**src/hw/mpm_pkg.sv**
```systemverilog
`default_nettype none

package mpm_pkg;

  // Register indices and byte addresses (byte address = 4 * index)
  localparam logic [7:0]  REG_CTRL_IDX    = 8'h1f;
  localparam logic [7:0]  REG_SCANOP_IDX  = 8'h2e;
  localparam logic [7:0]  REG_REGSEL_IDX  = 8'h1b;
  localparam logic [7:0]  REG_RESULT_IDX  = 8'h30;
  localparam logic [11:0] ADDR_CTRL       = {2'b00, REG_CTRL_IDX, 2'b00};
  localparam logic [11:0] ADDR_SCANOP     = {2'b00, REG_SCANOP_IDX, 2'b00};
  localparam logic [11:0] ADDR_REGSEL     = {2'b00, REG_REGSEL_IDX, 2'b00};
  localparam logic [11:0] ADDR_RESULT     = {2'b00, REG_RESULT_IDX, 2'b00};

  // Field positions
  localparam int unsigned TIMEOUT_ARM_BIT = 1;
  localparam int unsigned REGSEL_BIT      = 1;
  localparam int unsigned MODE_LSB        = 6;

  // Reset values
  localparam logic [7:0]  CTRL_RST        = 8'h00;
  localparam logic [7:0]  SCANOP_RST      = 8'h00;
  localparam logic [7:0]  REGSEL_RST      = 8'h00;
  localparam logic [15:0] RESULT_RST      = 16'h0000;

  // Mode field encodings
  localparam logic [1:0]  MODE_IDLE       = 2'h0;
  localparam logic [1:0]  MODE_SCAN       = 2'h1;
  localparam logic [1:0]  MODE_LOWPWR     = 2'h2;
  localparam logic [1:0]  MODE_STORAGE_DORMANT_MODE       = 2'h3;

  // AXI responses
  localparam logic [1:0]  RESP_OKAY       = 2'h0;
  localparam logic [1:0]  RESP_SLVERR     = 2'h2;
  localparam logic [1:0]  RESP_DECERR     = 2'h3;

  // Timing, in the unit named, then cycles at the clock rate
  localparam int unsigned CLK_KHZ         = 100000;
  localparam int unsigned SILENCE_MS      = 4000;
  localparam int unsigned LP_PERIOD_MS    = 2000;
  localparam int unsigned LP_WINDOW_MS    = 1;
  localparam int unsigned SILENCE_CYC     = SILENCE_MS * CLK_KHZ;
  localparam int unsigned LP_PERIOD_CYC   = LP_PERIOD_MS * CLK_KHZ;
  localparam int unsigned LP_WINDOW_CYC   = LP_WINDOW_MS * CLK_KHZ;

  // Operating mode, one-hot
  typedef enum logic [3:0] {
    MPM_IDLE   = 4'b0001,
    MPM_SCAN   = 4'b0010,
    MPM_LOWPWR = 4'b0100,
    MPM_STORAGE_DORMANT_MODE   = 4'b1000
  } mpm_mode_e;

endpackage

`default_nettype wire

```
**src/hw/mpm_power_mode.sv**
```systemverilog
// Behaviour
// Bit 1 of the battery-voltage control register arms the link-silence timeout.
// Armed and idle, about four seconds without host traffic moves the device to low power.
// The present mode reads back from the scan-operation register.
// In low power the measurement circuitry is powered for a short window every two seconds.
// In low power new results skip the data register but still go to fault comparison.
// Leaving low power for scan or idle copies the latest result into the data register.
// In low power with regulator select clear the strong regulator runs only in windows.
// In storage_dormant_mode mode nothing runs but waiting for wake-up, reset or a mode write.
// In storage_dormant_mode mode any access other than to the scan-operation register is refused.
// In storage_dormant_mode mode the strong regulator stays on when regulator select is one.
// In storage_dormant_mode mode only the weak regulator runs when regulator select is zero.
// Mode lives in scan-operation bits 7:6; writing 00 selects idle.
// Wake-up pin assertion in storage_dormant_mode mode returns to idle and reads back as idle.
// Every completed bus transaction restarts the silence interval.
//
// Added by the designer: register access over AXI4-Lite.
`timescale 1ns/10ps
`default_nettype none

module mpm_power_mode #(
  parameter int unsigned SILENCE_CYC   = mpm_pkg::SILENCE_CYC,
  parameter int unsigned LP_PERIOD_CYC = mpm_pkg::LP_PERIOD_CYC,
  parameter int unsigned LP_WINDOW_CYC = mpm_pkg::LP_WINDOW_CYC
) (
  // Clock and reset
  input  wire logic        clock,
  input  wire logic        srst,
  // AXI4-Lite write address
  input  wire logic        s_axi_awvalid,
  output logic             s_axi_awready,
  input  wire logic [11:0] s_axi_awaddr,
  // AXI4-Lite write data
  input  wire logic        s_axi_wvalid,
  output logic             s_axi_wready,
  input  wire logic [31:0] s_axi_wdata,
  input  wire logic [3:0]  s_axi_wstrb,
  // AXI4-Lite write response
  output logic             s_axi_bvalid,
  input  wire logic        s_axi_bready,
  output logic [1:0]       s_axi_bresp,
  // AXI4-Lite read address
  input  wire logic        s_axi_arvalid,
  output logic             s_axi_arready,
  input  wire logic [11:0] s_axi_araddr,
  // AXI4-Lite read data
  output logic             s_axi_rvalid,
  input  wire logic        s_axi_rready,
  output logic [31:0]      s_axi_rdata,
  output logic [1:0]       s_axi_rresp,
  // Wake-up pin, asynchronous
  input  wire logic        wakeup_n,
  // Measurement engine
  input  wire logic        meas_result_valid,
  input  wire logic [15:0] meas_result,
  output logic             meas_power_en,
  output logic             fault_compare_valid,
  output logic [15:0]      fault_compare_data,
  // Regulator control
  output logic             strong_regulator_en
);

  // Register selector codes returned by the decoder
  localparam logic [2:0] SEL_NONE   = 3'h0;
  localparam logic [2:0] SEL_CTRL   = 3'h1;
  localparam logic [2:0] SEL_SCANOP = 3'h2;
  localparam logic [2:0] SEL_REGSEL = 3'h3;
  localparam logic [2:0] SEL_RESULT = 3'h4;

  // Address to register selector
  function automatic logic [2:0] decode(input logic [11:0] addr);
    unique case (addr)
      mpm_pkg::ADDR_CTRL:   decode = SEL_CTRL;
      mpm_pkg::ADDR_SCANOP: decode = SEL_SCANOP;
      mpm_pkg::ADDR_REGSEL: decode = SEL_REGSEL;
      mpm_pkg::ADDR_RESULT: decode = SEL_RESULT;
      default:              decode = SEL_NONE;
    endcase
  endfunction

  // Mode field to one-hot state
  function automatic mpm_pkg::mpm_mode_e field_to_mode(input logic [1:0] f);
    unique case (f)
      mpm_pkg::MODE_IDLE:   field_to_mode = mpm_pkg::MPM_IDLE;
      mpm_pkg::MODE_SCAN:   field_to_mode = mpm_pkg::MPM_SCAN;
      mpm_pkg::MODE_LOWPWR: field_to_mode = mpm_pkg::MPM_LOWPWR;
      default:              field_to_mode = mpm_pkg::MPM_STORAGE_DORMANT_MODE;
    endcase
  endfunction

  // One-hot state to mode field
  function automatic logic [1:0] mode_to_field(input mpm_pkg::mpm_mode_e m);
    unique case (m)
      mpm_pkg::MPM_IDLE:   mode_to_field = mpm_pkg::MODE_IDLE;
      mpm_pkg::MPM_SCAN:   mode_to_field = mpm_pkg::MODE_SCAN;
      mpm_pkg::MPM_LOWPWR: mode_to_field = mpm_pkg::MODE_LOWPWR;
      default:             mode_to_field = mpm_pkg::MODE_STORAGE_DORMANT_MODE;
    endcase
  endfunction

  mpm_pkg::mpm_mode_e mode_ff;
  mpm_pkg::mpm_mode_e nxt_mode;
  logic        aw_have_ff;
  logic        w_have_ff;
  logic [11:0] awaddr_ff;
  logic [31:0] wdata_ff;
  logic        wstrb0_ff;
  logic        bvalid_ff;
  logic [1:0]  bresp_ff;
  logic        rvalid_ff;
  logic [31:0] rdata_ff;
  logic [1:0]  rresp_ff;
  logic [7:0]  ctrl_ff;
  logic [5:0]  scanop_low_ff;
  logic [7:0]  regsel_ff;
  logic [15:0] result_ff;
  logic [15:0] shadow_ff;
  logic        shadow_new_ff;
  logic [31:0] silence_cnt_ff;
  logic [31:0] lp_cnt_ff;
  logic        wake_meta_ff;
  logic        wake_sync_ff;
  logic        wake_prev_ff;
  logic        cmp_valid_ff;
  logic [15:0] cmp_data_ff;
  logic        do_write;
  logic [2:0]  wsel;
  logic [2:0]  rsel;
  logic        storage_dormant_mode;
  logic        w_refused;
  logic        mode_write;
  logic        silence_hit;
  logic        wake_event;
  logic        lp_window;
  logic        bus_done;

  assign storage_dormant_mode        = (mode_ff == mpm_pkg::MPM_STORAGE_DORMANT_MODE);
  assign wsel        = decode(awaddr_ff);
  assign rsel        = decode(s_axi_araddr);
  assign do_write    = aw_have_ff && w_have_ff && !bvalid_ff;
  assign w_refused   = storage_dormant_mode && (wsel != SEL_SCANOP);
  assign mode_write  = do_write && !w_refused && wstrb0_ff && (wsel == SEL_SCANOP);
  assign bus_done    = (s_axi_bvalid && s_axi_bready) || (s_axi_rvalid && s_axi_rready);
  assign lp_window   = (mode_ff == mpm_pkg::MPM_LOWPWR) && (lp_cnt_ff < LP_WINDOW_CYC);

  // Bus handshakes
  assign s_axi_awready = !aw_have_ff && !bvalid_ff;
  assign s_axi_wready  = !w_have_ff && !bvalid_ff;
  assign s_axi_arready = !rvalid_ff;
  assign s_axi_bvalid  = bvalid_ff;
  assign s_axi_bresp   = bresp_ff;
  assign s_axi_rvalid  = rvalid_ff;
  assign s_axi_rdata   = rdata_ff;
  assign s_axi_rresp   = rresp_ff;

  // Write address and data capture, either order
  always_ff @(posedge clock)
  begin
    if (srst)
    begin
      aw_have_ff <= 1'b0;
      w_have_ff  <= 1'b0;
      awaddr_ff  <= 12'h000;
      wdata_ff   <= 32'h0000_0000;
      wstrb0_ff  <= 1'b0;
    end
    else
    begin
      if (s_axi_awvalid && s_axi_awready)
      begin
        aw_have_ff <= 1'b1;
        awaddr_ff  <= s_axi_awaddr;
      end
      else if (do_write)
        aw_have_ff <= 1'b0;
      if (s_axi_wvalid && s_axi_wready)
      begin
        w_have_ff <= 1'b1;
        wdata_ff  <= s_axi_wdata;
        wstrb0_ff <= s_axi_wstrb[0];
      end
      else if (do_write)
        w_have_ff <= 1'b0;
    end
  end

  // Write response
  always_ff @(posedge clock)
  begin
    if (srst)
    begin
      bvalid_ff <= 1'b0;
      bresp_ff  <= mpm_pkg::RESP_OKAY;
    end
    else if (do_write)
    begin
      bvalid_ff <= 1'b1;
      if (wsel == SEL_NONE)
        bresp_ff <= mpm_pkg::RESP_DECERR;
      else if (w_refused)
        bresp_ff <= mpm_pkg::RESP_SLVERR;
      else
        bresp_ff <= mpm_pkg::RESP_OKAY;
    end
    else if (s_axi_bready)
      bvalid_ff <= 1'b0;
  end

  // Software registers; result register is read-only
  always_ff @(posedge clock)
  begin
    if (srst)
    begin
      ctrl_ff       <= mpm_pkg::CTRL_RST;
      scanop_low_ff <= mpm_pkg::SCANOP_RST[5:0];
      regsel_ff     <= mpm_pkg::REGSEL_RST;
    end
    else if (do_write && !w_refused && wstrb0_ff)
    begin
      unique case (wsel)
        SEL_CTRL:   ctrl_ff       <= wdata_ff[7:0];
        SEL_SCANOP: scanop_low_ff <= wdata_ff[5:0];
        SEL_REGSEL: regsel_ff     <= wdata_ff[7:0];
        default:    ;
      endcase
    end
  end

  // Read channel
  always_ff @(posedge clock)
  begin
    if (srst)
    begin
      rvalid_ff <= 1'b0;
      rdata_ff  <= 32'h0000_0000;
      rresp_ff  <= mpm_pkg::RESP_OKAY;
    end
    else if (s_axi_arvalid && s_axi_arready)
    begin
      rvalid_ff <= 1'b1;
      rdata_ff  <= 32'h0000_0000;
      rresp_ff  <= mpm_pkg::RESP_OKAY;
      if (rsel == SEL_NONE)
        rresp_ff <= mpm_pkg::RESP_DECERR;
      else if (storage_dormant_mode && rsel != SEL_SCANOP)
        rresp_ff <= mpm_pkg::RESP_SLVERR;
      else
      begin
        unique case (rsel)
          SEL_CTRL:   rdata_ff[7:0]  <= ctrl_ff;
          SEL_SCANOP: rdata_ff[7:0]  <= {mode_to_field(mode_ff), scanop_low_ff};
          SEL_REGSEL: rdata_ff[7:0]  <= regsel_ff;
          default:    rdata_ff[15:0] <= result_ff;
        endcase
      end
    end
    else if (s_axi_rready)
      rvalid_ff <= 1'b0;
  end

  // Wake-up pin synchroniser and assertion edge
  always_ff @(posedge clock)
  begin
    if (srst)
    begin
      wake_meta_ff <= 1'b0;
      wake_sync_ff <= 1'b0;
      wake_prev_ff <= 1'b0;
    end
    else
    begin
      wake_meta_ff <= !wakeup_n;
      wake_sync_ff <= wake_meta_ff;
      wake_prev_ff <= wake_sync_ff;
    end
  end
  assign wake_event = wake_sync_ff && !wake_prev_ff;

  // Link-silence counter, runs only while armed and idle
  always_ff @(posedge clock)
  begin
    if (srst)
      silence_cnt_ff <= 32'h0000_0000;
    else if (bus_done || mode_ff != mpm_pkg::MPM_IDLE ||
             !ctrl_ff[mpm_pkg::TIMEOUT_ARM_BIT])
      silence_cnt_ff <= 32'h0000_0000;
    else if (!silence_hit)
      silence_cnt_ff <= silence_cnt_ff + 32'h0000_0001;
  end
  assign silence_hit = (silence_cnt_ff == SILENCE_CYC - 1);

  // Mode selection; hardware events win over a coincident host write
  always_comb
  begin
    nxt_mode = mode_ff;
    if (mode_write)
      nxt_mode = field_to_mode(wdata_ff[mpm_pkg::MODE_LSB +: 2]);
    if (storage_dormant_mode && wake_event)
      nxt_mode = mpm_pkg::MPM_IDLE;
    else if (mode_ff == mpm_pkg::MPM_IDLE && silence_hit && !bus_done)
      nxt_mode = mpm_pkg::MPM_LOWPWR;
  end

  always_ff @(posedge clock)
  begin
    if (srst)
      mode_ff <= mpm_pkg::MPM_IDLE;
    else
      mode_ff <= nxt_mode;
  end

  // Low-power duty-cycle timer, restarts on entry
  always_ff @(posedge clock)
  begin
    if (srst || mode_ff != mpm_pkg::MPM_LOWPWR)
      lp_cnt_ff <= 32'h0000_0000;
    else if (lp_cnt_ff == LP_PERIOD_CYC - 1)
      lp_cnt_ff <= 32'h0000_0000;
    else
      lp_cnt_ff <= lp_cnt_ff + 32'h0000_0001;
  end

  // Measurement power: always in scan/idle, windowed in low power, off in storage_dormant_mode
  assign meas_power_en = (mode_ff == mpm_pkg::MPM_SCAN) ||
                         (mode_ff == mpm_pkg::MPM_IDLE) || lp_window;

  // Strong regulator: on except, with select clear, in low-power gaps and in storage_dormant_mode
  always_comb
  begin
    unique case (mode_ff)
      mpm_pkg::MPM_LOWPWR: strong_regulator_en = regsel_ff[mpm_pkg::REGSEL_BIT] ||
                                                 lp_window;
      mpm_pkg::MPM_STORAGE_DORMANT_MODE:   strong_regulator_en = regsel_ff[mpm_pkg::REGSEL_BIT];
      default:             strong_regulator_en = 1'b1;
    endcase
  end

  // Results to fault comparison in every active mode
  always_ff @(posedge clock)
  begin
    if (srst)
    begin
      cmp_valid_ff <= 1'b0;
      cmp_data_ff  <= mpm_pkg::RESULT_RST;
    end
    else
    begin
      cmp_valid_ff <= meas_result_valid && !storage_dormant_mode;
      if (meas_result_valid && !storage_dormant_mode)
        cmp_data_ff <= meas_result;
    end
  end
  assign fault_compare_valid = cmp_valid_ff;
  assign fault_compare_data  = cmp_data_ff;

  // Data register direct in idle and scan; shadow copied on exit to either
  always_ff @(posedge clock)
  begin
    if (srst)
    begin
      result_ff     <= mpm_pkg::RESULT_RST;
      shadow_ff     <= mpm_pkg::RESULT_RST;
      shadow_new_ff <= 1'b0;
    end
    else if (mode_ff == mpm_pkg::MPM_LOWPWR)
    begin
      if (meas_result_valid)
      begin
        shadow_ff     <= meas_result;
        shadow_new_ff <= 1'b1;
      end
      if ((nxt_mode == mpm_pkg::MPM_IDLE || nxt_mode == mpm_pkg::MPM_SCAN) &&
          (shadow_new_ff || meas_result_valid))
      begin
        result_ff     <= meas_result_valid ? meas_result : shadow_ff;
        shadow_new_ff <= 1'b0;
      end
    end
    else
    begin
      shadow_new_ff <= 1'b0;
      if (meas_result_valid && !storage_dormant_mode)
        result_ff <= meas_result;
    end
  end

endmodule // mpm_power_mode

`default_nettype wire

```
**config.mk**
```make
export PLATFORM = sky130hd
export DESIGN_NAME = mpm_power_mode
export DESIGN_NICKNAME = d
export VERILOG_FILES = /design/src/hw/mpm_pkg.sv /design/src/hw/mpm_power_mode.sv
export SDC_FILE = /design/constraint.sdc
export NUM_CORES = 1
export LEC_CHECK = 0
export ABC_AREA = 1
export BUFFER_PORTS_ARGS = -buffer_cell sky130_fd_sc_hd__buf_2
export CAP_MARGIN = 10
export CORE_MARGIN = 2
export CORE_UTILIZATION = 40
export CTS_CLUSTER_SIZE = 25
export DETAILED_ROUTE_END_ITERATION = 8
export PLACE_DENSITY_LB_ADDON = 0.08
export SYNTH_ARGS = -nofsm -noshare
export SYNTH_HDL_FRONTEND = slang
export SYNTH_SLANG_ARGS = --single-unit
```
**constraint.sdc**
```tcl
create_clock -name clock -period 2.53 [get_ports clock]
set_input_delay 0.253 -clock clock [delete_from_list [all_inputs] [get_ports clock]]
set_output_delay 0.253 -clock clock [all_outputs]
set_load 0.005 [all_outputs]
```
==> out/metrics.cfg <==
[global_route]
grt_start_max_net_pins=67
grt_use_total_pct=19.49
grt_pass1_wl_um=35010
grt_antenna_before_repair=0
grt_pass1_vias=7259
grt-ovfl-total=0

[clock_network]
insertion_delay_ns=0.44
cts_sinks=188
cts_buffers=17
cts_root_buf=clkbuf_16
htree_num_levels=4
clk_pin_slew_ns=0.07
cts_buffer_depth=2
cts_tree=done

[floorplanning]
chipWidth_um=149.7
rows=53
die_area_um2=22420
die_y_um=149.7
start_util_pct=40.54
coreArea_um2=20960
pin_count=145

[run]
max_cap_viol_count=0

[setup_path]
worst-path-buf-inv=1
start_kind=flop
cp_cell_sequence=nor4_1, nand3_1, a2111o_1, o211ai_1, buf_2
cp_data_required_time_ns=2.28
critical_path_class=reg -> out
cp-end-kind=primary output
rrSetupSlack_ns=0.24
cp_max_fo=3
critical-path-max-stage-delay_ns=0.52
critPathArrivalTime_ns=2.04
crit_family=simple AND/OR/NAND/NOR gates
slowest_stage=nor4_1

[logic_synthesis]
syn_avg_cell_area_um2=7.163
yosysWarnings=0
ys_seq_area_share_pct=44.30
syn-cell-area_um2=8496
synth.distinct_cells=49
synthCells=1186
synth-seq-cells=188

[timing]
period_needed_ns=2.292
relSlewSlack_pct=57.58
drv_slew=0
max_freq_mhz=436.3
rsz0062_at_grt=false
worstMarginPinSlew_ns=0.6362
finalCritPeriodShare_pct=90.58
holdWs_ns=0.07739
totalNegativeSetupSlack_ns=0
fin_skew_ns=0.01274
setup_viol=0
final-hold-violation-count=0

[run_status]
status=completed

[layout]
layout-drive-gt1-share_pct=16.72
final_util_pct=47.98
nets=1384
antennaDiodeCount=0
area_growth_syn_to_layout_pct=18.35
final_cell_mix=203 x nand2_1, 186 x dfxtp_1, 140 x inv_1
final_common_cell=nand2_1

[power_and_ir_drop]
ir_worst_vdd_mv=0.4221
powerDensity_nw_per_um2=633.1
power_leakage_nw=3.941

[hold_path]
hold_path_class=in -> reg

[detailed_routing]
first_pass_iters=4
wirelength_um=21360
post_drt_wl_per_cell_um=13.47
dr_total_vias=7806
viasPerCell=4.925
drc_errors=0
drt_first_iter_violations=369
antenna_left=0

[place]
place_hpwl_um=15610
io_buffers=101
finalWeightedCongestion=0.8186

-- sequential cells by signal (all words and copies together) (netlist names), 2 cells and up --
signal              count
regsel_ff               8
shadow_ff              16
wdata_ff                8
s_axi_bresp             2
lp_cnt_ff              32
silence_cnt_ff         32
awaddr_ff              12
ctrl_ff                 8
scanop_low_ff           6
s_axi_rresp             2
fault_compare_data     16
s_axi_rdata            16
result_ff              16
mode_ff                 4
-- Yosys cell counts, drive strengths merged --
library cell	number	area, µm²
nand2	210	808.3
dfxtp	188	3764
inv	147	551.8
nor2	133	541.8
a21oi	127	639.4
o21ai	126	630.6
nand3	68	340.3
clkbuf	33	123.9
nor3	33	201.5
buf	24	166.4
nand4	20	146.4
nor4	15	93.84
o211ai	11	82.58
o21a	8	60.06
nor3b	7	57.55
xor2	5	43.79
a211oi	3	22.52
a31o	3	26.28
and3	3	18.77
or2	3	18.77
clkinv	2	7.510
ha	2	25.02
o2111ai	2	17.52
o211a	2	20.02
o21ba	2	20.02
a2111o	1	11.26
a221oi	1	8.760
a31oi	1	6.260
and2	1	6.260
conb	1	3.750
nand3b	1	7.510
o21bai	1	7.510
o221ai	1	8.760
o31ai	1	7.510
-- final timing paths --
| path | startpoint | to | depth (start not counted) |
|---|---|---|---|
| max | lp_cnt_ff[31] | strong_regulator_en | 5 |
| max reg2reg | awaddr_ff[0] | result_ff[4] | 14 |
| min reg2reg | lp_cnt_ff[0] | lp_cnt_ff[0] | 1 |
| min | s_axi_awaddr[2] | awaddr_ff[2] | 3 |
-- per-layer routing --
| layer | global-route usage [%] | vias to the layer above | part of all wire, % |
|---|---|---|---|
| met5 | 0 | - | 0 |
| met4 | 5.142 | 0 | 1.1 |
| met3 | 4.085 | 20 | 2.9 |
| met2 | 32.98 | 119 | 49 |
| met1 | 25.30 | 3555 | 47 |
| li1 | - | 4112 | - |
-- worst reg2reg max path: cells and delay by family (launching register included) --
kind | cells | cell delay (ns)
compound gates | 1 | 0.15
buf+inv | 3 | 0.41
simple gates | 10 | 1.32
flops | 1 | 0.32
-- layout make-up --
cell class | instances | area (µm²)
Multi-Input combinational cell | 807 | 3985
Clock inverter | 14 | 205.2
Tap cell | 275 | 344.1
Inverter | 149 | 559.3
Fill cell | 2218 | 10900
Sequential cell | 188 | 3766
Timing Repair Buffer | 134 | 755.7
Clock buffer | 18 | 439.2
-- cell families (layout without fill, tap and decap cells) --
kind of cell	Yosys count	in the layout	share of synthesized area [%]
buf+inv	206	315	10.00
compound gates	290	290	18.47
simple gates	494	494	26.38
xor+xnor	5	5	0.5154
fa+ha+maj	2	2	0.2945
other cells	1	16	0.04414
flops	188	188	44.30
-- where the power goes --
| group | internal, mW | switching [mW] |
|---|---|---|
| sequential | 3.03 | 0.0455 |
| combinational | 0.122 | 0.216 |
| clock | 1.71 | 1.24 |
| total | 4.86 | 1.50 |
-- stage by stage --
step | power, mW | instances | worst slack (ns) | area, µm²
2_1_floorplan | 3.355 | 1201 | 0.4024 | 8552
3_3_place_gp | 3.485 | 1550 | 0.1754 | 9343
5_1_grt | 6.605 | 1585 | 0.007213 | 10050
4_1_cts | 6.435 | 1583 | 0.1302 | 9997
3_5_place_dp | 3.488 | 1550 | 0.1554 | 9343
6_report | 6.366 | 1585 | 0.2382 | 10050
-- what timing repair did --
action / 4_1_cts / 5_1_grt
hold buffers: 1 / 0
endpoints found under the setup margin: 0 / 13
resized for setup: 0 / 13
hold endpoints to repair: 1 / 0
buffers inserted: 0 / 2
(Power assumes the default switching activity.)
